$ cat config.mk
export PLATFORM = sky130hd
export DESIGN_NAME = bep_balance_ctrl
export DESIGN_NICKNAME = d
export VERILOG_FILES = /design/src/core/bep_pkg.sv /design/src/core/bep_status_word.sv /design/src/core/bep_balance_ctrl.sv
export SDC_FILE = /design/constraint.sdc
export NUM_CORES = 1
export LEC_CHECK = 0
export ABC_AREA = 1
export BUFFER_PORTS_ARGS = -buffer_cell sky130_fd_sc_hd__buf_4
export CAP_MARGIN = 30
export CORE_ASPECT_RATIO = 1.1
export CORE_MARGIN = 4
export CORE_UTILIZATION = 45
export CTS_CLUSTER_SIZE = 12
export DETAILED_ROUTE_END_ITERATION = 16
export MAX_ROUTING_LAYER = met4
export SLEW_MARGIN = 10
export SYNTH_ARGS = -nofsm -noshare
export SYNTH_HDL_FRONTEND = slang
export SYNTH_SLANG_ARGS = --single-unit
$ cat constraint.sdc
create_clock -name clk_sys_in -period 4 [get_ports clk_sys_in]
set_input_delay 0.8 -clock clk_sys_in [delete_from_list [all_inputs] [get_ports clk_sys_in]]
set_output_delay 0.8 -clock clk_sys_in [all_outputs]
set_load 0.01 [all_outputs]
$ cat src/core/bep_pkg.sv
package bep_pkg;

  // System clock and serial framing
  localparam int CLK_PERIOD_NS = 100;
  localparam int CMD_BITS = 8;
  localparam int STATUS_BITS = 16;
  localparam int MSG_BITS = 12;
  localparam int CRC_BITS = 4;
  localparam int BALANCERS = 6;

  // Delayed start after resume or a new command
  localparam int DELAYED_START_TIME_NS = 2000000;
  localparam int DELAYED_START_CYCLES =
    (DELAYED_START_TIME_NS + CLK_PERIOD_NS - 1) / CLK_PERIOD_NS;

  // Command byte: seven code bits, then an even parity bit
  localparam logic [6:0] CMD_EXECUTE = 7'h57;
  localparam logic [6:0] CMD_READ_STATUS = 7'h55;

  // Status word layout and reset value
  localparam logic [CRC_BITS-1:0] CRC_POLY = 4'h3;
  localparam logic [CRC_BITS-1:0] CRC_INVERT = 4'hf;
  localparam logic [STATUS_BITS-1:0] STATUS_RESET = 16'h000f;
  localparam int STATUS_GATE_MSB = 15;
  localparam int STATUS_CELLS_POS = 9;
  localparam int STATUS_SEC_POS = 8;
  localparam int STATUS_TEMP_POS = 7;

  typedef struct packed {
    logic [BALANCERS-1:0] gate_drive_ok;
    logic cells_not_overvoltage;
    logic secondary_not_overvoltage;
    logic temp_ok;
  } bep_flags_s;

  typedef struct packed {
    logic chip_select_n;
    logic serial_clock;
    logic serial_data;
  } bep_serial_s;

  typedef enum logic [1:0] {
    PORT_IDLE,
    PORT_CMD,
    PORT_IGNORE,
    PORT_STATUS
  } bep_port_e;

  typedef enum logic [1:0] {
    BAL_OFF,
    BAL_WAIT,
    BAL_ON,
    BAL_PAUSED
  } bep_bal_e;

endpackage : bep_pkg

$ cat src/core/bep_status_word.sv
`timescale 1ns/10ps
module bep_status_word
  import bep_pkg::*;
(
  // Clock and reset
  input wire logic clk_sys_in,
  input wire logic reset_in,
  input wire logic clk_en_in,
  // Message
  input wire logic [MSG_BITS-1:0] message_in,
  // Word with check bits
  output logic [STATUS_BITS-1:0] status_word_out
);

  logic [STATUS_BITS-1:0] next_status_word;

  // CRC-4 x4+x+1 over the message, MSB first, sent inverted
  always_comb begin
    logic [CRC_BITS-1:0] crc;
    logic fb;
    crc = '0;
    fb = 1'b0;
    for (int i = MSG_BITS - 1; i >= 0; i--) begin
      fb = crc[CRC_BITS-1] ^ message_in[i];
      crc = {crc[CRC_BITS-2:0], 1'b0} ^ (fb ? CRC_POLY : 4'h0);
    end
    next_status_word = {message_in, crc ^ CRC_INVERT};
  end

  always_ff @(posedge clk_sys_in or posedge reset_in) begin
    if (reset_in) begin
      status_word_out <= STATUS_RESET;
    end else if (clk_en_in) begin
      status_word_out <= next_status_word;
    end
  end

endmodule : bep_status_word

$ cat src/core/bep_balance_ctrl.sv
`timescale 1ns/10ps
// Behaviour
// - Execute starts latched balance command after the delayed start time
// - After execute, ignore data until reselect
// - Inverted-parity execute pauses, keeps stored command
// - Correct-parity execute resumes stored command
// - Any bad-parity command byte pauses balancing
// - Restart after delayed start time from eighth edge
// - Status word order: gates, flags, zeros, CRC
// - Reset status word reads 0x000f
// - Inverted CRC-4 x4+x+1 over twelve bits
// - Gate-drive flag high only for active balancer
module bep_balance_ctrl
  import bep_pkg::*;
#(
  parameter int START_CYCLES = DELAYED_START_CYCLES
) (
  // Clock, reset, enable
  input wire logic clk_sys_in,
  input wire logic reset_in,
  input wire logic clk_en_in,
  // Serial port pins
  input wire bep_serial_s serial_in,
  output logic serial_data_out,
  // Latched balance command from the write path
  input wire logic [MSG_BITS-1:0] latched_cmd_in,
  input wire logic latched_valid_in,
  // Analog fault comparators
  input wire bep_flags_s flags_in,
  // Balancer drive and state
  output logic [MSG_BITS-1:0] balance_drive_out,
  output logic paused_out,
  output logic [STATUS_BITS-1:0] status_word_out
);

  localparam int CW = $clog2(START_CYCLES + 1);

  // A zero delay would make the counter width CW zero
  if (START_CYCLES < 1) begin : g_bad_start
    $error("START_CYCLES must be at least one");
  end

  // Two-stage synchronisers; stage one feeds only stage two
  bep_serial_s pin_s1, pin_s2, pin_s3;
  bep_flags_s flag_s1, flag_s2;

  always_ff @(posedge clk_sys_in or posedge reset_in) begin
    if (reset_in) begin
      pin_s1 <= '{chip_select_n: 1'b1, serial_clock: 1'b0, serial_data: 1'b0};
      pin_s2 <= '{chip_select_n: 1'b1, serial_clock: 1'b0, serial_data: 1'b0};
      pin_s3 <= '{chip_select_n: 1'b1, serial_clock: 1'b0, serial_data: 1'b0};
      flag_s1 <= '0;
      flag_s2 <= '0;
    end else if (clk_en_in) begin
      pin_s1 <= serial_in;
      pin_s2 <= pin_s1;
      pin_s3 <= pin_s2;
      flag_s1 <= flags_in;
      flag_s2 <= flag_s1;
    end
  end

  logic sck_rise, sck_fall, cs_low;
  assign sck_rise = pin_s2.serial_clock & ~pin_s3.serial_clock;
  assign sck_fall = ~pin_s2.serial_clock & pin_s3.serial_clock;
  assign cs_low = ~pin_s2.chip_select_n;

  // Serial port state
  bep_port_e port_state, next_port_state;
  logic [CMD_BITS-1:0] shift, next_shift;
  logic [4:0] bit_cnt, next_bit_cnt;
  logic [STATUS_BITS-1:0] out_shift, next_out_shift;
  logic next_serial_data;
  logic cmd_done, parity_ok, is_execute;
  logic [CMD_BITS-1:0] full_byte;

  assign full_byte = {shift[CMD_BITS-2:0], pin_s2.serial_data};
  assign parity_ok = ~(^full_byte);
  assign is_execute = full_byte[CMD_BITS-1:1] == CMD_EXECUTE;
  assign cmd_done = (port_state == PORT_CMD) && cs_low && sck_rise
                    && (bit_cnt == 5'(CMD_BITS - 1));

  always_comb begin
    next_port_state = port_state;
    next_shift = shift;
    next_bit_cnt = bit_cnt;
    next_out_shift = out_shift;
    next_serial_data = serial_data_out;
    case (port_state)
      PORT_IDLE: begin
        next_bit_cnt = '0;
        if (cs_low) begin
          next_port_state = PORT_CMD;
        end
      end
      PORT_CMD: begin
        if (!cs_low) begin
          next_port_state = PORT_IDLE;
        end else if (sck_rise) begin
          next_shift = full_byte;
          next_bit_cnt = bit_cnt + 5'h1;
          if (cmd_done) begin
            next_bit_cnt = '0;
            if (parity_ok && full_byte[CMD_BITS-1:1] == CMD_READ_STATUS) begin
              next_port_state = PORT_STATUS;
              next_out_shift = status_word_out;
            end else begin
              next_port_state = PORT_IGNORE;
            end
          end
        end
      end
      PORT_STATUS: begin
        if (!cs_low) begin
          next_port_state = PORT_IDLE;
          next_serial_data = 1'b0;
        end else if (sck_fall) begin
          // MSB first; word repeats if the host keeps clocking
          next_serial_data = out_shift[STATUS_BITS-1];
          next_out_shift = {out_shift[STATUS_BITS-2:0], out_shift[STATUS_BITS-1]};
        end
      end
      default: begin
        // Data after the command byte is dropped until reselect
        if (!cs_low) begin
          next_port_state = PORT_IDLE;
        end
      end
    endcase
  end

  always_ff @(posedge clk_sys_in or posedge reset_in) begin
    if (reset_in) begin
      port_state <= PORT_IDLE;
      shift <= '0;
      bit_cnt <= '0;
      out_shift <= '0;
      serial_data_out <= 1'b0;
    end else if (clk_en_in) begin
      port_state <= next_port_state;
      shift <= next_shift;
      bit_cnt <= next_bit_cnt;
      out_shift <= next_out_shift;
      serial_data_out <= next_serial_data;
    end
  end

  // Balancing state
  bep_bal_e bal_state, next_bal_state;
  logic [MSG_BITS-1:0] running, next_running;
  logic [CW-1:0] delay_cnt, next_delay_cnt;
  logic [MSG_BITS-1:0] next_drive;

  always_comb begin
    next_bal_state = bal_state;
    next_running = running;
    next_delay_cnt = delay_cnt;
    if (cmd_done && !parity_ok) begin
      // Pausing keeps the stored command for a later resume
      if (bal_state != BAL_OFF) begin
        next_bal_state = BAL_PAUSED;
      end
    end else if (cmd_done && is_execute) begin
      if (bal_state == BAL_PAUSED) begin
        next_bal_state = BAL_WAIT;
        next_delay_cnt = CW'(START_CYCLES);
      end else if (!latched_valid_in || latched_cmd_in == '0) begin
        next_bal_state = BAL_OFF;
        next_running = '0;
      end else if (latched_cmd_in != running || bal_state == BAL_OFF) begin
        next_running = latched_cmd_in;
        next_bal_state = BAL_WAIT;
        next_delay_cnt = CW'(START_CYCLES);
      end
    end else if (bal_state == BAL_WAIT) begin
      if (delay_cnt <= CW'(1)) begin
        next_bal_state = BAL_ON;
        next_delay_cnt = '0;
      end else begin
        next_delay_cnt = delay_cnt - CW'(1);
      end
    end
    next_drive = (next_bal_state == BAL_ON) ? next_running : '0;
  end

  always_ff @(posedge clk_sys_in or posedge reset_in) begin
    if (reset_in) begin
      bal_state <= BAL_OFF;
      running <= '0;
      delay_cnt <= '0;
      balance_drive_out <= '0;
      paused_out <= 1'b0;
    end else if (clk_en_in) begin
      bal_state <= next_bal_state;
      running <= next_running;
      delay_cnt <= next_delay_cnt;
      balance_drive_out <= next_drive;
      paused_out <= next_bal_state == BAL_PAUSED;
    end
  end

  // Status message: flags shown only for balancers that are running
  logic [BALANCERS-1:0] active;
  logic [MSG_BITS-1:0] message;

  for (genvar n = 0; n < BALANCERS; n++) begin : g_act
    assign active[BALANCERS-1-n] = |balance_drive_out[MSG_BITS-1-2*n -: 2];
  end

  always_comb begin
    message = '0;
    message[STATUS_GATE_MSB-CRC_BITS -: BALANCERS] = flag_s2.gate_drive_ok & active;
    message[STATUS_CELLS_POS-CRC_BITS] = flag_s2.cells_not_overvoltage & |active;
    message[STATUS_SEC_POS-CRC_BITS] = flag_s2.secondary_not_overvoltage & |active;
    message[STATUS_TEMP_POS-CRC_BITS] = flag_s2.temp_ok & |active;
  end

  bep_status_word u_status (
    .clk_sys_in(clk_sys_in),
    .reset_in(reset_in),
    .clk_en_in(clk_en_in),
    .message_in(message),
    .status_word_out(status_word_out)
  );

endmodule : bep_balance_ctrl

==> flow_metrics.tcl <==
set metrics [dict create \
    synthArstFlopShare_pct 100.0 \
    drc_errors 0 \
    die_width_um 120.1 \
    pre_cts_ws_ns 1.283 \
    grt_pass1_vias 5345 \
    relSlewSlack_pct 54.69 \
    hold_ws_ns 0.3429 \
    final_layout_size_suffix_gt1_share_pct 11.12 \
    cts_tree "yes" \
    ys_seq_area_share_pct 44.75 \
    core_um2 13380 \
    clk_pin_slew_worst_paths_ns 0.07 \
    rr_startpoint "bit_cnt[0]$_DFFE_PP0P_" \
    clockBufferDepth 2 \
    synth_area_um2 6223 \
    fin_cells 1101 \
    clock.fmax_ghz 0.3970 \
    status "finished clean" \
    dpl_cell_area_um2 6749 \
    cts-buffers-inserted 9 \
    worstSetupEndpoint "balance_drive_out[0]$_DFFE_PP0P_" \
    post-route-cell-area_um2 7098 \
    die_h_um 131.3 \
    diodes 0 \
    antenna_found_initial 0 \
    tns_ns 0 \
    p_per_area_nw_per_um2 600.5 \
    cp_max_fo 13 \
    grt_max_degree 74 \
    num_io_pins 58 \
    grt_setup_unrepaired "false" \
    hpwl_um 11460 \
    ctsHoldBuffers 0 \
    final-hold-violation-count 0 \
    cts_resized 0 \
    cts-htree-levels 3 \
    gp_congestion 0.9034 \
    postRouteAntennaNets 0 \
    areaGrowthSynthToFinish_pct 14.05 \
    synthDistinctLibCells 47 \
    finalMaxSlewViolations 0 \
    final.setup.worst_slack_ns 1.481 \
    ir_drop_mv 0.2199 \
    clock_latency_ns 0.36 \
    cp.arrival_ns 2.77 \
    synth_warnings 0 \
    clock_skew_ns 0.01288 \
    die_area_um2 15780 \
    reg2reg_slack_ns 1.48 \
    synth_edf_count 0 \
    worstSetupStartpointType "flop" \
    portBuffers 54 \
    p_switching_uw 1700 \
    ys_ff_latch 111 \
    nets 943 \
    min_path_type "input port to async pin" \
    finalSetupViolCount 0 \
    syn_avg_cell_area_um2 7.178 \
    wl_per_cell_um 14.16 \
    final_cell_mix "311 x nand2_1, 105 x dfrtp_1, 101 x inv_1" \
    critPathKind "flop to flop" \
    fillCellCount 1366 \
    clockPowerShare_pct 22.1 \
    max_cap_viol_count 0 \
    worst_slew_pin_slew_ns 0.6780 \
    post-route-min-period_ns 2.519 \
    grt_usage_pct 21.03 \
    cts-root-buf "clkbuf_16" \
    viasPerCell 5.010 \
    syn-instance-count 867 \
    drt-pass1-iter-count 4 \
    synth_top_flop_cell "dfrtp_1" \
    fin_crit_sh_pct 62.97 \
    cp.required_ns 4.25 \
    placed_cells 1083 \
    rows 44 \
    swShare_pct 39.89 \
    leakage_uw 0.003745 \
    p_int_uw 2562 \
    routed_wl_um 15590 \
    setup.worst_path.start "bit_cnt[0]$_DFFE_PP0P_" \
    combinationalPowerShare_pct 37.8 \
    power_frac_seq_pct 40.0 \
    reg2regPathDepth 12 \
    vias 5516 \
    grt_first_pass_wirelength_um 26260 \
    detail_route.iter0.violations 372 \
    final_common_cell "nand2_1" \
    post_cts_buffers 0 \
    start_util_pct 46.52 \
    endpoint_kind "flop" \
    grt_overflow 0 \
    clock_sinks 111 \
    r2r-end "balance_drive_out[0]$_DFFE_PP0P_" \
]
==> state kept, by name (all words and copies together), names as in the netlist <==
name                      count
flag_s2                       9
balance_drive_out            12
shift                         7
u_status.status_word_out     13
pin_s2                        2
port_state                    2
out_shift                    16
flag_s1                       9
pin_s3                        1
paused_out                    1
running                      12
bit_cnt                       5
serial_data_out               1
pin_s1                        3
bal_state                     2
full_byte                     1
delay_cnt                    15
==> cell usage after synthesis (2+ instances only) <==
cell | count | share of area (%)
dfrtp_1 | 105 | 42
buf_2 | 5 | 0.40
ha_1 | 3 | 0.60
buf_4 | 4 | 0.48
inv_2 | 2 | 0.12
inv_1 | 102 | 6.2
or2_2 | 2 | 0.20
nand3b_1 | 2 | 0.24
clkbuf_1 | 12 | 0.72
a31oi_1 | 3 | 0.30
nand3_1 | 41 | 3.3
xor2_1 | 12 | 1.7
buf_6 | 4 | 0.72
nor3_1 | 13 | 1.0
nand2_1 | 311 | 19
nand2_2 | 2 | 0.20
nor2_4 | 2 | 0.36
nor3_4 | 2 | 0.52
nor2_2 | 2 | 0.20
xnor2_1 | 8 | 1.1
o21ai_1 | 7 | 0.56
nand4_1 | 21 | 2.1
o21ai_0 | 81 | 6.5
dfstp_2 | 6 | 2.5
nor2_1 | 73 | 4.4
a21oi_1 | 7 | 0.56
buf_1 | 4 | 0.24
o22ai_1 | 12 | 1.2
==> power by group through the flow <==
stage                     combinational (uW)  sequential [uW]  clock [uW]
after floorplan                         1180             1680           0
after global placement                  1580             1720           0
after detailed placement                1610             1720           0
after CTS                               1620             1700         965
after global routing                    1860             1750        1020
final                                   1610             1710         944
==> cell families after synthesis <==
kind of cell    Yosys count  share of synthesized area (%)
compound gates          120                          10.51
fa+ha+maj                 3                         0.6032
buf+inv                 135                          8.986
simple gates            476                          32.01
other cells               1                        0.06026
flops                   111                          44.75
xor+xnor                 21                          3.076
==> routing by layer <==
| layer | GRT usage, % | vias to the layer above | routed length [um] |
|---|---|---|---|
| li1 | - | 2840 | - |
| met1 | 28.30 | 2545 | 7382 |
| met2 | 32.36 | 110 | 7295 |
| met3 | 3.955 | 21 | 620 |
| met4 | 6.429 | 0 | 294 |
| met5 | - | - | 0 |
==> worst min path at each step <==
stage / end / cells after the start / slack [ns] / start
after CTS: pin_s1[2]$_DFFE_PP1P_ / 2 / 0.48 / pin_s1[2]$_DFFE_PP1P_
after global routing: shift[6]$_DFFE_PP0P_ / 2 / 0.34 / reset_in
after floorplan: flag_s2[5]$_DFFE_PP0P_ / 2 / 0.44 / flag_s2[5]$_DFFE_PP0P_
after global placement: flag_s2[5]$_DFFE_PP0P_ / 2 / 0.45 / flag_s2[5]$_DFFE_PP0P_
after detailed placement: flag_s2[5]$_DFFE_PP0P_ / 2 / 0.46 / flag_s2[5]$_DFFE_PP0P_
final: shift[5]$_DFFE_PP0P_ / 2 / 0.34 / reset_in
==> cell type report <==
cell class,count,area (um^2),share of cell area [%]
Timing Repair Buffer,62,493.0,6.945
Multi-Input combinational cell,623,2887,40.67
Tap cell,184,230.2,3.243
Inverter,105,396.6,5.588
Sequential cell,111,2785,39.24
Clock buffer,11,242.7,3.420
Clock inverter,5,63.81,0.8990
==> critical path: stages, from the launching register on <==
cell and delay (ns):
dfrtp_1 0.38, ha_1 0.20, nand2_1 0.07, inv_1 0.07, nand3_1 0.18, nor3_4 0.25, nand3_2 0.19, nor2_4 0.29
nand3_1 0.38, nand2_1 0.23, nor2_1 0.06, nand2_1 0.07, nand2_1 0.05
==> per-stage QoR <==
stage | util (%) | total power, uW
final | 53.06 | 4263
after global routing | 53.06 | 4633
after CTS | 52.74 | 4291
after detailed placement | 50.45 | 3332
after global placement | 50.45 | 3299
after floorplan | - | 2863
Power figures use the tool's default switching activity.
